$ cat src/pss_pkg.sv
// Purpose: Shared constants and types of the operating point sequencer
// Assumes: 125 MHz clock, 32-bit classic Wishbone register port
// Notes:   Operating point = core clock ratio plus six-bit voltage code
package pss_pkg;
  localparam int          CLK_NS          = 8;
  localparam int          VID_STEP_NS     = 200;
  localparam int          PLL_RELOCK_NS   = 5000;
  localparam int          UNAVAIL_MAX_NS  = 10000;
  localparam int          THERM_HOLD_NS   = 100000;
  localparam int          VID_STEP_CYC    = (VID_STEP_NS + CLK_NS - 1) / CLK_NS;
  localparam int          RELOCK_CYC      = (PLL_RELOCK_NS + CLK_NS - 1) / CLK_NS;
  localparam int          UNAVAIL_MAX_CYC = UNAVAIL_MAX_NS / CLK_NS;
  localparam int          THERM_HOLD_CYC  = THERM_HOLD_NS / CLK_NS;

  typedef struct packed {
    logic [4:0] ratio;
    logic [5:0] voltage_code_out;
  } pss_pt_s;

  localparam logic [4:0]  RST_RATIO       = 5'h0C;
  localparam logic [5:0]  RST_VID         = 6'h11;
  localparam logic [5:0]  VID_OFF         = 6'h00;
  localparam pss_pt_s     RST_PT          = '{ratio: RST_RATIO, voltage_code_out: RST_VID};
  localparam pss_pt_s     RST_THR_PT      = '{ratio: 5'h06, voltage_code_out: 6'h29};
  localparam pss_pt_s     RST_HALT_PT     = '{ratio: 5'h06, voltage_code_out: 6'h29};

  localparam logic [7:0]  ADR_REQ0        = 8'h00;
  localparam logic [7:0]  ADR_REQ1        = 8'h04;
  localparam logic [7:0]  ADR_CTRL        = 8'h08;
  localparam logic [7:0]  ADR_THR_PT      = 8'h0C;
  localparam logic [7:0]  ADR_HALT_PT     = 8'h10;
  localparam logic [7:0]  ADR_STATUS      = 8'h14;
  localparam logic [7:0]  ADR_EVENT       = 8'h18;

  localparam int          PT_VID_LSB      = 0;
  localparam int          PT_RATIO_LSB    = 8;
  localparam int          CTL_HALT_EN     = 0;
  localparam int          CTL_THR_EN      = 1;
  localparam int          ST_BUSY         = 16;
  localparam int          ST_IN_HALT      = 17;
  localparam int          ST_THR_ACT      = 18;
  localparam int          ST_PENDING      = 19;
  localparam int          EV_THR_DOWN     = 0;
  localparam int          EV_THR_UP       = 1;

  typedef enum logic [1:0] {
    S_IDLE   = 2'b00,
    S_VRAMP  = 2'b01,
    S_RELOCK = 2'b10
  } pss_state_e;
endpackage

$ cat src/pss_sequencer.sv
// Purpose: Voltage code and core ratio sequencer for a two-core package
// Assumes: All inputs synchronous to clk_i; regulator follows the code
// Notes:   Registers reached over classic Wishbone, one word each
//
// Register access over Wishbone and the address map were left to the implementer.
`timescale 1ns/100ps
`default_nettype none

// Contract
// Going up in frequency: step voltage code first, then relock the PLL.
// Going down in frequency: relock the PLL first, then step voltage code.
// Requests accepted anytime; a new one waits until the running one ends.
// Core unavailable for at most 10 us during a frequency change.
// Block-next-request is asserted while the core is unavailable.
// Voltage code moves one step at a time at an internal pace.
// Overheat with throttling enabled moves to the programmed throttle point.
// After a fixed wait, if cool, return to the previous point.
// Every thermal transition, down and up, raises a software event.
// Each core has its own request register; one shared package point.
// Resolved request is the higher ratio and higher voltage of both cores.
// Extended halt only when enabled and both cores halted.
// One halted core is halted alone; no package extended halt.
// Extended halt lowers only core ratio and voltage, bus clock unchanged.
// Extended halt entry: lower ratio first, then lower voltage code.
// Snoops stay serviced while in extended halt.
// Any break event leaves extended halt.
// Extended halt exit: restore voltage code first, then ratio.
// Core ratio is an integer multiple of bus clock, default fixed.
// Six-bit voltage code; zero is off, code one highest supply.
module pss_sequencer #(
  parameter int THERM_HOLD_CYC = pss_pkg::THERM_HOLD_CYC
) (
  input  wire  logic        clk_i,
  input  wire  logic        rst_i,
  input  wire  logic        wb_cyc_i,
  input  wire  logic        wb_stb_i,
  input  wire  logic        wb_we_i,
  input  wire  logic [7:0]  wb_adr_i,
  input  wire  logic [3:0]  wb_sel_i,
  input  wire  logic [31:0] wb_dat_i,
  output logic       [31:0] wb_dat_o,
  output logic              wb_ack_o,
  input  wire  logic [1:0]  core_halt_i,
  input  wire  logic        break_event_i,
  input  wire  logic        overheat_i,
  output logic [5:0]        voltage_code_out_o,
  output logic [4:0]        core_ratio_o,
  output logic              pll_relock_o,
  output logic              block_next_request_n_o,
  output logic [1:0]        core_stopped_o,
  output logic              extended_halt_state_o,
  output logic              therm_event_o
);
  import pss_pkg::*;

  pss_state_e  state_reg;
  pss_pt_s     req_reg [2];
  pss_pt_s     thr_pt_reg;
  pss_pt_s     halt_pt_reg;
  pss_pt_s     tgt_reg;
  pss_pt_s     sw_pt;
  pss_pt_s     base_pt;
  logic        halt_en_reg;
  logic        thr_en_reg;
  logic        vfirst_reg;
  logic        in_halt_reg;
  logic        thr_act_reg;
  logic [1:0]  evt_reg;
  logic [10:0] tmr_reg;
  logic [31:0] hold_reg;
  logic        wb_req;
  logic        wr;
  logic        hold_done;
  logic        go_halt;
  logic        go_wake;
  logic        go_thr_dn;
  logic        go_thr_up;
  logic        go_sw;
  logic        start;
  logic [31:0] rd_data;
  logic [1:0]  evt_set;

  assign wb_req = wb_cyc_i & wb_stb_i & ~wb_ack_o;
  assign wr     = wb_req & wb_we_i;

  // Package request from the two per-core requests
  always_comb begin
    sw_pt.ratio = (req_reg[0].ratio > req_reg[1].ratio) ? req_reg[0].ratio
                                                        : req_reg[1].ratio;
    sw_pt.voltage_code_out   = (req_reg[0].voltage_code_out < req_reg[1].voltage_code_out) ? req_reg[0].voltage_code_out
                                                    : req_reg[1].voltage_code_out;
    base_pt     = thr_act_reg ? thr_pt_reg : sw_pt;
  end

  // Start decisions, only taken while no transition runs
  assign hold_done = (hold_reg >= 32'(THERM_HOLD_CYC));
  assign go_wake   = in_halt_reg & break_event_i;
  assign go_halt   = ~in_halt_reg & halt_en_reg & (&core_halt_i);
  assign go_thr_dn = ~in_halt_reg & ~go_halt & thr_en_reg & overheat_i & ~thr_act_reg;
  assign go_thr_up = ~in_halt_reg & ~go_halt & thr_act_reg & hold_done & ~overheat_i;
  assign go_sw     = ~in_halt_reg & ~go_halt & ~go_thr_dn & ~go_thr_up & (base_pt != tgt_reg);
  assign start     = (state_reg == S_IDLE) & (go_wake | go_halt | go_thr_dn | go_thr_up | go_sw);

  // Wishbone slave
  always_ff @(posedge clk_i) begin
    if (rst_i) begin
      wb_ack_o <= 1'b0;
      wb_dat_o <= 32'h0000_0000;
    end else begin
      wb_ack_o <= wb_req;
      wb_dat_o <= wb_req ? rd_data : 32'h0000_0000;
    end
  end

  always_comb begin
    rd_data = 32'h0000_0000;
    case (wb_adr_i)
      ADR_REQ0: begin
        rd_data[PT_RATIO_LSB +: 5] = req_reg[0].ratio;
        rd_data[PT_VID_LSB +: 6]   = req_reg[0].voltage_code_out;
      end
      ADR_REQ1: begin
        rd_data[PT_RATIO_LSB +: 5] = req_reg[1].ratio;
        rd_data[PT_VID_LSB +: 6]   = req_reg[1].voltage_code_out;
      end
      ADR_CTRL: begin
        rd_data[CTL_HALT_EN] = halt_en_reg;
        rd_data[CTL_THR_EN]  = thr_en_reg;
      end
      ADR_THR_PT: begin
        rd_data[PT_RATIO_LSB +: 5] = thr_pt_reg.ratio;
        rd_data[PT_VID_LSB +: 6]   = thr_pt_reg.voltage_code_out;
      end
      ADR_HALT_PT: begin
        rd_data[PT_RATIO_LSB +: 5] = halt_pt_reg.ratio;
        rd_data[PT_VID_LSB +: 6]   = halt_pt_reg.voltage_code_out;
      end
      ADR_STATUS: begin
        rd_data[PT_RATIO_LSB +: 5] = core_ratio_o;
        rd_data[PT_VID_LSB +: 6]   = voltage_code_out_o;
        rd_data[ST_BUSY]           = (state_reg != S_IDLE);
        rd_data[ST_IN_HALT]        = in_halt_reg;
        rd_data[ST_THR_ACT]        = thr_act_reg;
        rd_data[ST_PENDING]        = (state_reg != S_IDLE) & (base_pt != tgt_reg);
      end
      ADR_EVENT: rd_data[1:0] = evt_reg;
      default:   rd_data = 32'h0000_0000;
    endcase
  end

  // Per-core request and configuration registers
  generate
    for (genvar c = 0; c < 2; c++) begin : g_req
      always_ff @(posedge clk_i) begin
        if (rst_i) begin
          req_reg[c] <= RST_PT;
        end else if (wr && wb_adr_i == (c == 0 ? ADR_REQ0 : ADR_REQ1)) begin
          if (wb_sel_i[0] && wb_dat_i[PT_VID_LSB +: 6] != VID_OFF) begin
            req_reg[c].voltage_code_out <= wb_dat_i[PT_VID_LSB +: 6];
          end
          if (wb_sel_i[1] && wb_dat_i[PT_RATIO_LSB +: 5] != 5'h00) begin
            req_reg[c].ratio <= wb_dat_i[PT_RATIO_LSB +: 5];
          end
        end
      end
    end
  endgenerate

  always_ff @(posedge clk_i) begin
    if (rst_i) begin
      halt_en_reg <= 1'b0;
      thr_en_reg  <= 1'b0;
      thr_pt_reg  <= RST_THR_PT;
      halt_pt_reg <= RST_HALT_PT;
    end else if (wr && wb_sel_i[0]) begin
      if (wb_adr_i == ADR_CTRL) begin
        halt_en_reg <= wb_dat_i[CTL_HALT_EN];
        thr_en_reg  <= wb_dat_i[CTL_THR_EN];
      end
      if (wb_adr_i == ADR_THR_PT && wb_dat_i[5:0] != VID_OFF) begin
        thr_pt_reg.voltage_code_out <= wb_dat_i[PT_VID_LSB +: 6];
        thr_pt_reg.ratio <= wb_dat_i[PT_RATIO_LSB +: 5];
      end
      if (wb_adr_i == ADR_HALT_PT && wb_dat_i[5:0] != VID_OFF) begin
        halt_pt_reg.voltage_code_out <= wb_dat_i[PT_VID_LSB +: 6];
        halt_pt_reg.ratio <= wb_dat_i[PT_RATIO_LSB +: 5];
      end
    end
  end

  // Thermal events: sticky, write one to clear, set beats clear
  assign evt_set = {start & go_thr_up, start & go_thr_dn};

  always_ff @(posedge clk_i) begin
    if (rst_i) begin
      evt_reg       <= 2'b00;
      therm_event_o <= 1'b0;
    end else begin
      therm_event_o <= |evt_set;
      if (wr && wb_adr_i == ADR_EVENT && wb_sel_i[0]) begin
        evt_reg <= (evt_reg & ~wb_dat_i[1:0]) | evt_set;
      end else begin
        evt_reg <= evt_reg | evt_set;
      end
    end
  end

  // Thermal throttle state and hold timer
  always_ff @(posedge clk_i) begin
    if (rst_i) begin
      thr_act_reg <= 1'b0;
      hold_reg    <= 32'h0000_0000;
    end else begin
      if (start && go_thr_dn) begin
        thr_act_reg <= 1'b1;
      end else if (start && go_thr_up) begin
        thr_act_reg <= 1'b0;
      end
      if (!thr_act_reg || state_reg != S_IDLE || (hold_done && overheat_i)) begin
        hold_reg <= 32'h0000_0000;
      end else if (!hold_done) begin
        hold_reg <= hold_reg + 32'h0000_0001;
      end
    end
  end

  // Extended halt tracking and per-core stop
  always_ff @(posedge clk_i) begin
    if (rst_i) begin
      in_halt_reg           <= 1'b0;
      extended_halt_state_o <= 1'b0;
      core_stopped_o        <= 2'b00;
    end else begin
      core_stopped_o <= core_halt_i;
      if (start && go_halt) begin
        in_halt_reg <= 1'b1;
      end else if (start && go_wake) begin
        in_halt_reg <= 1'b0;
      end
      extended_halt_state_o <= in_halt_reg & (state_reg == S_IDLE);
    end
  end

  // Transition sequencer
  always_ff @(posedge clk_i) begin
    if (rst_i) begin
      state_reg              <= S_IDLE;
      tgt_reg                <= RST_PT;
      vfirst_reg             <= 1'b0;
      tmr_reg                <= 11'h000;
      voltage_code_out_o     <= RST_VID;
      core_ratio_o           <= RST_RATIO;
      pll_relock_o           <= 1'b0;
      block_next_request_n_o <= 1'b1;
    end else begin
      case (state_reg)
        S_IDLE: begin
          tmr_reg <= 11'h000;
          if (start) begin
            if (go_halt) begin
              tgt_reg    <= halt_pt_reg;
              vfirst_reg <= 1'b0;
              state_reg  <= S_RELOCK;
            end else if (go_wake) begin
              tgt_reg    <= base_pt;
              vfirst_reg <= 1'b1;
              state_reg  <= S_VRAMP;
            end else begin
              tgt_reg <= go_thr_dn ? thr_pt_reg : (go_thr_up ? sw_pt : base_pt);
              if ((go_thr_dn ? thr_pt_reg.ratio : (go_thr_up ? sw_pt.ratio : base_pt.ratio))
                  > core_ratio_o) begin
                vfirst_reg <= 1'b1;
                state_reg  <= S_VRAMP;
              end else begin
                vfirst_reg <= 1'b0;
                state_reg  <= S_RELOCK;
              end
            end
          end
        end
        S_VRAMP: begin
          if (voltage_code_out_o == tgt_reg.voltage_code_out) begin
            tmr_reg   <= 11'h000;
            state_reg <= vfirst_reg ? S_RELOCK : S_IDLE;
          end else if (tmr_reg == 11'(VID_STEP_CYC - 1)) begin
            tmr_reg <= 11'h000;
            if (voltage_code_out_o > tgt_reg.voltage_code_out) begin
              voltage_code_out_o <= voltage_code_out_o - 6'h01;
            end else begin
              voltage_code_out_o <= voltage_code_out_o + 6'h01;
            end
          end else begin
            tmr_reg <= tmr_reg + 11'h001;
          end
        end
        S_RELOCK: begin
          pll_relock_o           <= 1'b1;
          block_next_request_n_o <= 1'b0;
          if (tmr_reg == 11'(RELOCK_CYC - 1)) begin
            tmr_reg                <= 11'h000;
            core_ratio_o           <= tgt_reg.ratio;
            pll_relock_o           <= 1'b0;
            block_next_request_n_o <= 1'b1;
            state_reg              <= vfirst_reg ? S_IDLE : S_VRAMP;
          end else begin
            tmr_reg <= tmr_reg + 11'h001;
          end
        end
        default: begin
          state_reg <= S_IDLE;
        end
      endcase
    end
  end

  // Checks
  logic [11:0] unavail_cnt;

  always_ff @(posedge clk_i) begin
    if (rst_i || block_next_request_n_o) begin
      unavail_cnt <= 12'h000;
    end else begin
      unavail_cnt <= unavail_cnt + 12'h001;
    end
  end

  a_unavail_bound: assert property (@(posedge clk_i) disable iff (rst_i)
    unavail_cnt <= 12'(UNAVAIL_MAX_CYC)) else $error("core unavailable too long");

  a_bnr_relock: assert property (@(posedge clk_i) disable iff (rst_i)
    pll_relock_o |-> !block_next_request_n_o) else $error("snoop not blocked in relock");

  a_vid_single_step: assert property (@(posedge clk_i) disable iff (rst_i)
    $changed(voltage_code_out_o) |-> (voltage_code_out_o - $past(voltage_code_out_o) == 6'h01
      || $past(voltage_code_out_o) - voltage_code_out_o == 6'h01))
    else $error("voltage code jumped");

  a_up_order: assert property (@(posedge clk_i) disable iff (rst_i)
    (core_ratio_o > $past(core_ratio_o)) |-> voltage_code_out_o == tgt_reg.voltage_code_out)
    else $error("ratio raised before voltage");

  a_down_order: assert property (@(posedge clk_i) disable iff (rst_i)
    ($changed(voltage_code_out_o) && !vfirst_reg) |-> core_ratio_o == tgt_reg.ratio)
    else $error("voltage moved before relock");

  a_halt_entry: assert property (@(posedge clk_i) disable iff (rst_i)
    $rose(in_halt_reg) |-> $past(halt_en_reg) && $past(&core_halt_i))
    else $error("extended halt without both cores");

  a_halt_snoop: assert property (@(posedge clk_i) disable iff (rst_i)
    extended_halt_state_o |-> block_next_request_n_o) else $error("snoops blocked in halt");

  a_therm_event: assert property (@(posedge clk_i) disable iff (rst_i)
    (start && (go_thr_dn || go_thr_up)) |=> therm_event_o && (evt_reg != 2'b00))
    else $error("thermal transition without event");

  a_resolve_max: assert property (@(posedge clk_i) disable iff (rst_i)
    sw_pt.ratio >= req_reg[0].ratio && sw_pt.ratio >= req_reg[1].ratio
    && sw_pt.voltage_code_out <= req_reg[0].voltage_code_out && sw_pt.voltage_code_out <= req_reg[1].voltage_code_out)
    else $error("package request not highest");

  a_vid_on: assert property (@(posedge clk_i) disable iff (rst_i)
    voltage_code_out_o != VID_OFF) else $error("supply turned off");

  a_relock_vid_hold: assert property (@(posedge clk_i) disable iff (rst_i)
    (state_reg == S_RELOCK) |-> $stable(voltage_code_out_o))
    else $error("voltage code moved during relock");

  a_ratio_at_relock: assert property (@(posedge clk_i) disable iff (rst_i)
    $changed(core_ratio_o) |-> $past(state_reg) == S_RELOCK)
    else $error("ratio changed outside relock");

  a_event_pulse: assert property (@(posedge clk_i) disable iff (rst_i)
    therm_event_o |=> !therm_event_o)
    else $error("thermal event longer than one cycle");

  a_halt_point: assert property (@(posedge clk_i) disable iff (rst_i)
    $rose(extended_halt_state_o) |-> core_ratio_o == tgt_reg.ratio
      && voltage_code_out_o == tgt_reg.voltage_code_out)
    else $error("extended halt not at halt point");
endmodule

`default_nettype wire

$ cat config.mk
export PLATFORM = sky130hd
export DESIGN_NAME = pss_sequencer
export DESIGN_NICKNAME = d
export VERILOG_FILES = /design/src/pss_pkg.sv /design/src/pss_sequencer.sv
export SDC_FILE = /design/constraint.sdc
export NUM_CORES = 1
export LEC_CHECK = 0
export ABC_AREA = 1
export BUFFER_PORTS_ARGS = -buffer_cell sky130_fd_sc_hd__buf_2
export CELL_PAD_IN_SITES_DETAIL_PLACEMENT = 1
export CELL_PAD_IN_SITES_GLOBAL_PLACEMENT = 1
export CORE_ASPECT_RATIO = 0.75
export CORE_UTILIZATION = 43
export CTS_BUF_LIST = sky130_fd_sc_hd__clkbuf_8
export CTS_CLUSTER_SIZE = 10
export DETAILED_ROUTE_END_ITERATION = 10
export GPL_TIMING_DRIVEN = 0
export PLACE_DENSITY = 0.85
export SETUP_SLACK_MARGIN = 0.05
export SKIP_CTS_REPAIR_TIMING = 1
export SYNTH_ARGS = -nofsm -noshare
export SYNTH_HDL_FRONTEND = slang
export SYNTH_SLANG_ARGS = --single-unit
$ cat constraint.sdc
create_clock -name clk_i -period 3.1 [get_ports clk_i]
set_input_delay 0.155 -clock clk_i [delete_from_list [all_inputs] [get_ports clk_i]]
set_output_delay 0.155 -clock clk_i [all_outputs]
set_load 0.03 [all_outputs]
==> impl_metrics.py <==
metrics = {
    "outcome": {
        "outcome": "finished with violations",
        "violations": "negative setup slack",
    },
    "sta": {
        "hold_viol": 0,
        "slew_headroom_pct": 40.2,
        "tightest_slew_ns": 0.897,
        "drv_slew": 0,
        "fin_crit_ns": 3.37,
        "rsz0062_at_grt": "true",
        "period_share_pct": 109,
        "whs_ns": 0.0177,
        "clock.fmax_mhz": 296,
        "fin_worst_skew_ns": 0.0137,
        "setup_ws_ns": -0.274,
        "setup_viol": 3,
    },
    "floorplanning": {
        "io_pins": 103,
        "die_height_um": 116,
        "initial_utilization_pct": 44.0,
        "placementRows": 41,
        "fp.dieW_um": 154,
        "coreArea_sq_um": 16900,
        "die-area_sq_um": 17800,
    },
    "cts": {
        "numCtsBuffers": 17,
        "cts.sinks": 140,
        "htree_levels": 4,
        "clock_path_buffers": 2,
        "insertion_delay_ns": 0.47,
        "cts_root_buffer": "clkbuf_8",
        "cts.clk_slew.worst_paths_ns": 0.09,
        "cts_tree": "built",
    },
    "global_route": {
        "track_usage_pct": 27.7,
        "gr-total-overflow": 0,
        "grt_pass1_wl_um": 37400,
        "antenna_found_initial": 0,
        "grt_pass1_vias": 6976,
        "grt_start_max_net_pins": 17,
    },
    "power_and_ir_drop": {
        "powerDensity_nw_per_um2": 566,
        "p_leak_nw": 4.00,
        "peakVddDrop_mv": 0.399,
    },
    "finish": {
        "drive_gt1_share_pct": 16.5,
        "area.growth.synth_to_final_pct": 18.4,
        "fin_nets": 1232,
        "largest_reg_flops": 32,
        "fin_util_pct": 52.1,
        "antenna_cells": 0,
    },
    "setup_path": {
        "r2r-end": "state_reg[0]",
        "reg2reg_from": "req_reg[0][8]",
        "start_kind": "flop",
        "critPathCaptureType": "flop",
        "crit_required_ns": 3.50,
        "critPathKind": "flop to flop",
        "critPathMaxFanout": 6,
        "reg2reg_setup_slack_ns": -0.27,
        "cp.arrival_ns": 3.77,
        "worstRegToRegCells": 25,
    },
    "worst_hold_path": {
        "holdPathEnd": "wb_dat_o[0]",
        "whs_path_depth": 5,
        "holdCritStartpoint": "wb_stb_i",
        "hold_path_class": "input pin to flop",
    },
    "flow_run": {
        "maxCapViolCount": 0,
    },
    "synthesis": {
        "yosys_warnings": 0,
        "synth-edff-count": 22,
        "synth-async-reset-ratio_pct": 0,
        "ys.flop_type": "dfxtp_1",
        "synth_top_area_cell": "dfxtp_1",
        "ys_types": 51,
        "yosys.area.top_type_share_pct": 31.8,
        "netlist_instances": 1029,
        "synth_seq_cells": 140,
        "ys_seq_area_share_pct": 40.7,
        "syn_avg_cell_area_sq_um": 7.22,
        "synth_area_leaders": "dfxtp_1, nand2_1, edfxtp_1, inv_1, nor2_1",
        "synthesis.area_sq_um": 7430,
    },
    "routing": {
        "ant_nets": 0,
        "initialDrtViolationCount": 578,
        "drc_errors": 0,
        "first_pass_iters": 5,
        "vias": 7336,
        "wirelength_um": 24500,
        "wl_per_cell_um": 17.9,
        "vias_per_cell": 5.35,
    },
    "place": {
        "dp_hpwl_um": 18200,
        "portBuffers": 61,
        "routabilityCongestion": 0.881,
        "dp_slack_ns": -0.319,
    },
}
[cell type report]
cell class / count / area (sq um)
multi-input combinational: 699 / 3780
clock inverter: 14 / 155
fill: 2176 / 8080
tap: 215 / 269
clock buffer: 18 / 248
sequential: 140 / 3020
buffer: 43 / 253
inverter: 163 / 618
timing repair buffer: 80 / 453
[power breakdown]
part / switching [mW] / leakage (nW) / internal [mW]
logic: 0.896 / 2.64 / 0.511
clock network: 0.732 / 0.204 / 0.803
registers: 0.0945 / 1.16 / 1.94
[cells in the final DEF, fill, tap and decap left out, types with 4 or more instances in the layout]
master | Yosys | routed
nand2_2 | 5 | 15
edfxtp_1 | 22 | 22
clkinvlp_4 | 0 | 5
nor3_1 | 19 | 19
o21ai_0 | 43 | 42
nand3b_1 | 4 | 4
nand3_1 | 65 | 62
conb_1 | 1 | 17
o211ai_1 | 15 | 15
inv_2 | 6 | 8
a221oi_1 | 10 | 10
inv_1 | 155 | 155
buf_4 | 19 | 36
nand4_1 | 11 | 11
clkbuf_1 | 17 | 17
o21ai_1 | 3 | 4
nand2_4 | 1 | 6
ha_1 | 34 | 34
nand2_1 | 217 | 202
a31oi_1 | 16 | 15
o22ai_1 | 10 | 8
a21oi_1 | 68 | 63
nor2_1 | 118 | 116
a21oi_2 | 3 | 7
clkbuf_8 | 0 | 18
buf_2 | 4 | 65
dfxtp_1 | 118 | 117
nor4_1 | 7 | 6
[through the flow]
step                      std cells  instance area [sq um]  TNS (ns)  total power, mW
after CTS                      1353                   8470    -0.941             4.84
after global placement         1321                   8060    -0.403             3.24
after global routing           1372                   8800     -1.28             5.24
after detailed placement       1321                   8060    -0.729             3.30
final                          1372                   8800    -0.646             4.98
after floorplan                1045                   7490         0             2.97
[critical path: stages (launching register included)]
cell and delay (ns):
edfxtp_1 0.50, ha_1 0.37, nand2_2 0.07, nor2_4 0.13
nand2_2 0.09, nand3_4 0.11, nand2_4 0.09, nand2_4 0.08
nand2_4 0.08, nand2_4 0.09, nand2_4 0.05, nand2_2 0.06
a21oi_2 0.06, ha_1 0.31, inv_1 0.06, o21bai_1 0.15
a21oi_1 0.10, nor2_2 0.12, o22ai_2 0.10, a21oi_2 0.19
inv_2 0.06, o22ai_2 0.12, inv_2 0.06, nor2_2 0.12
nor2_1 0.05, nor2_1 0.09
[layer usage]
metal  wire, um  vias to the layer above  share of wire [%]  GRT usage, %
met3       1840                       23                7.5          6.32
met1      11700                     3511                 48          39.1
met2      10700                      237                 44          42.6
li1           -                     3565                  -             -
met5          0                        -                  0             0
met4        240                        0               0.98          7.67
[cells by family (layout without fill, tap and decap cells)]
logic type / after synthesis / in the layout / synth area share, %
AO/OA/AOI/OAI: 180 / 180 / 14.3
XOR/XNOR: 5 / 5 / 0.590
adder cells (fa/ha/maj): 35 / 35 / 6.00
buffers and inverters: 206 / 318 / 11.6
flip-flops: 140 / 140 / 40.7
other: 1 / 17 / 0.0505
AND/OR/NAND/NOR: 462 / 462 / 26.8
[worst max-delay path by stage]
stage                    from  cells after the start  slack [ns]            to
3_5_place_dp    req_reg[1][8]                     26       -0.32  state_reg[0]
4_1_cts        req_reg[0][10]                     25       -0.43  state_reg[0]
5_1_grt         req_reg[1][8]                     25       -0.48  state_reg[0]
6_report        req_reg[0][8]                     25       -0.27  state_reg[0]
3_3_place_gp    req_reg[0][8]                     25       -0.20  state_reg[0]
2_1_floorplan  req_reg[0][10]                     22        0.37  state_reg[0]
[cells in the mapped netlist, types with 3 or more instances]
cell type,count
nor3b_1,3
nand3_1,65
clkbuf_1,17
nand4_1,11
xor2_1,3
o22ai_1,10
ha_1,34
o211ai_1,15
buf_4,19
nand3b_1,4
a21oi_1,68
inv_1,155
a21oi_2,3
nand2_1,217
nor3_1,19
o21ai_1,3
o21ai_0,43
a221oi_1,10
nor2_2,3
a31oi_1,16
nor4_1,7
nor2_1,118
inv_2,6
o21a_1,3
dfxtp_1,118
nand2_2,5
buf_2,4
edfxtp_1,22
(Power assumes the default switching activity.)
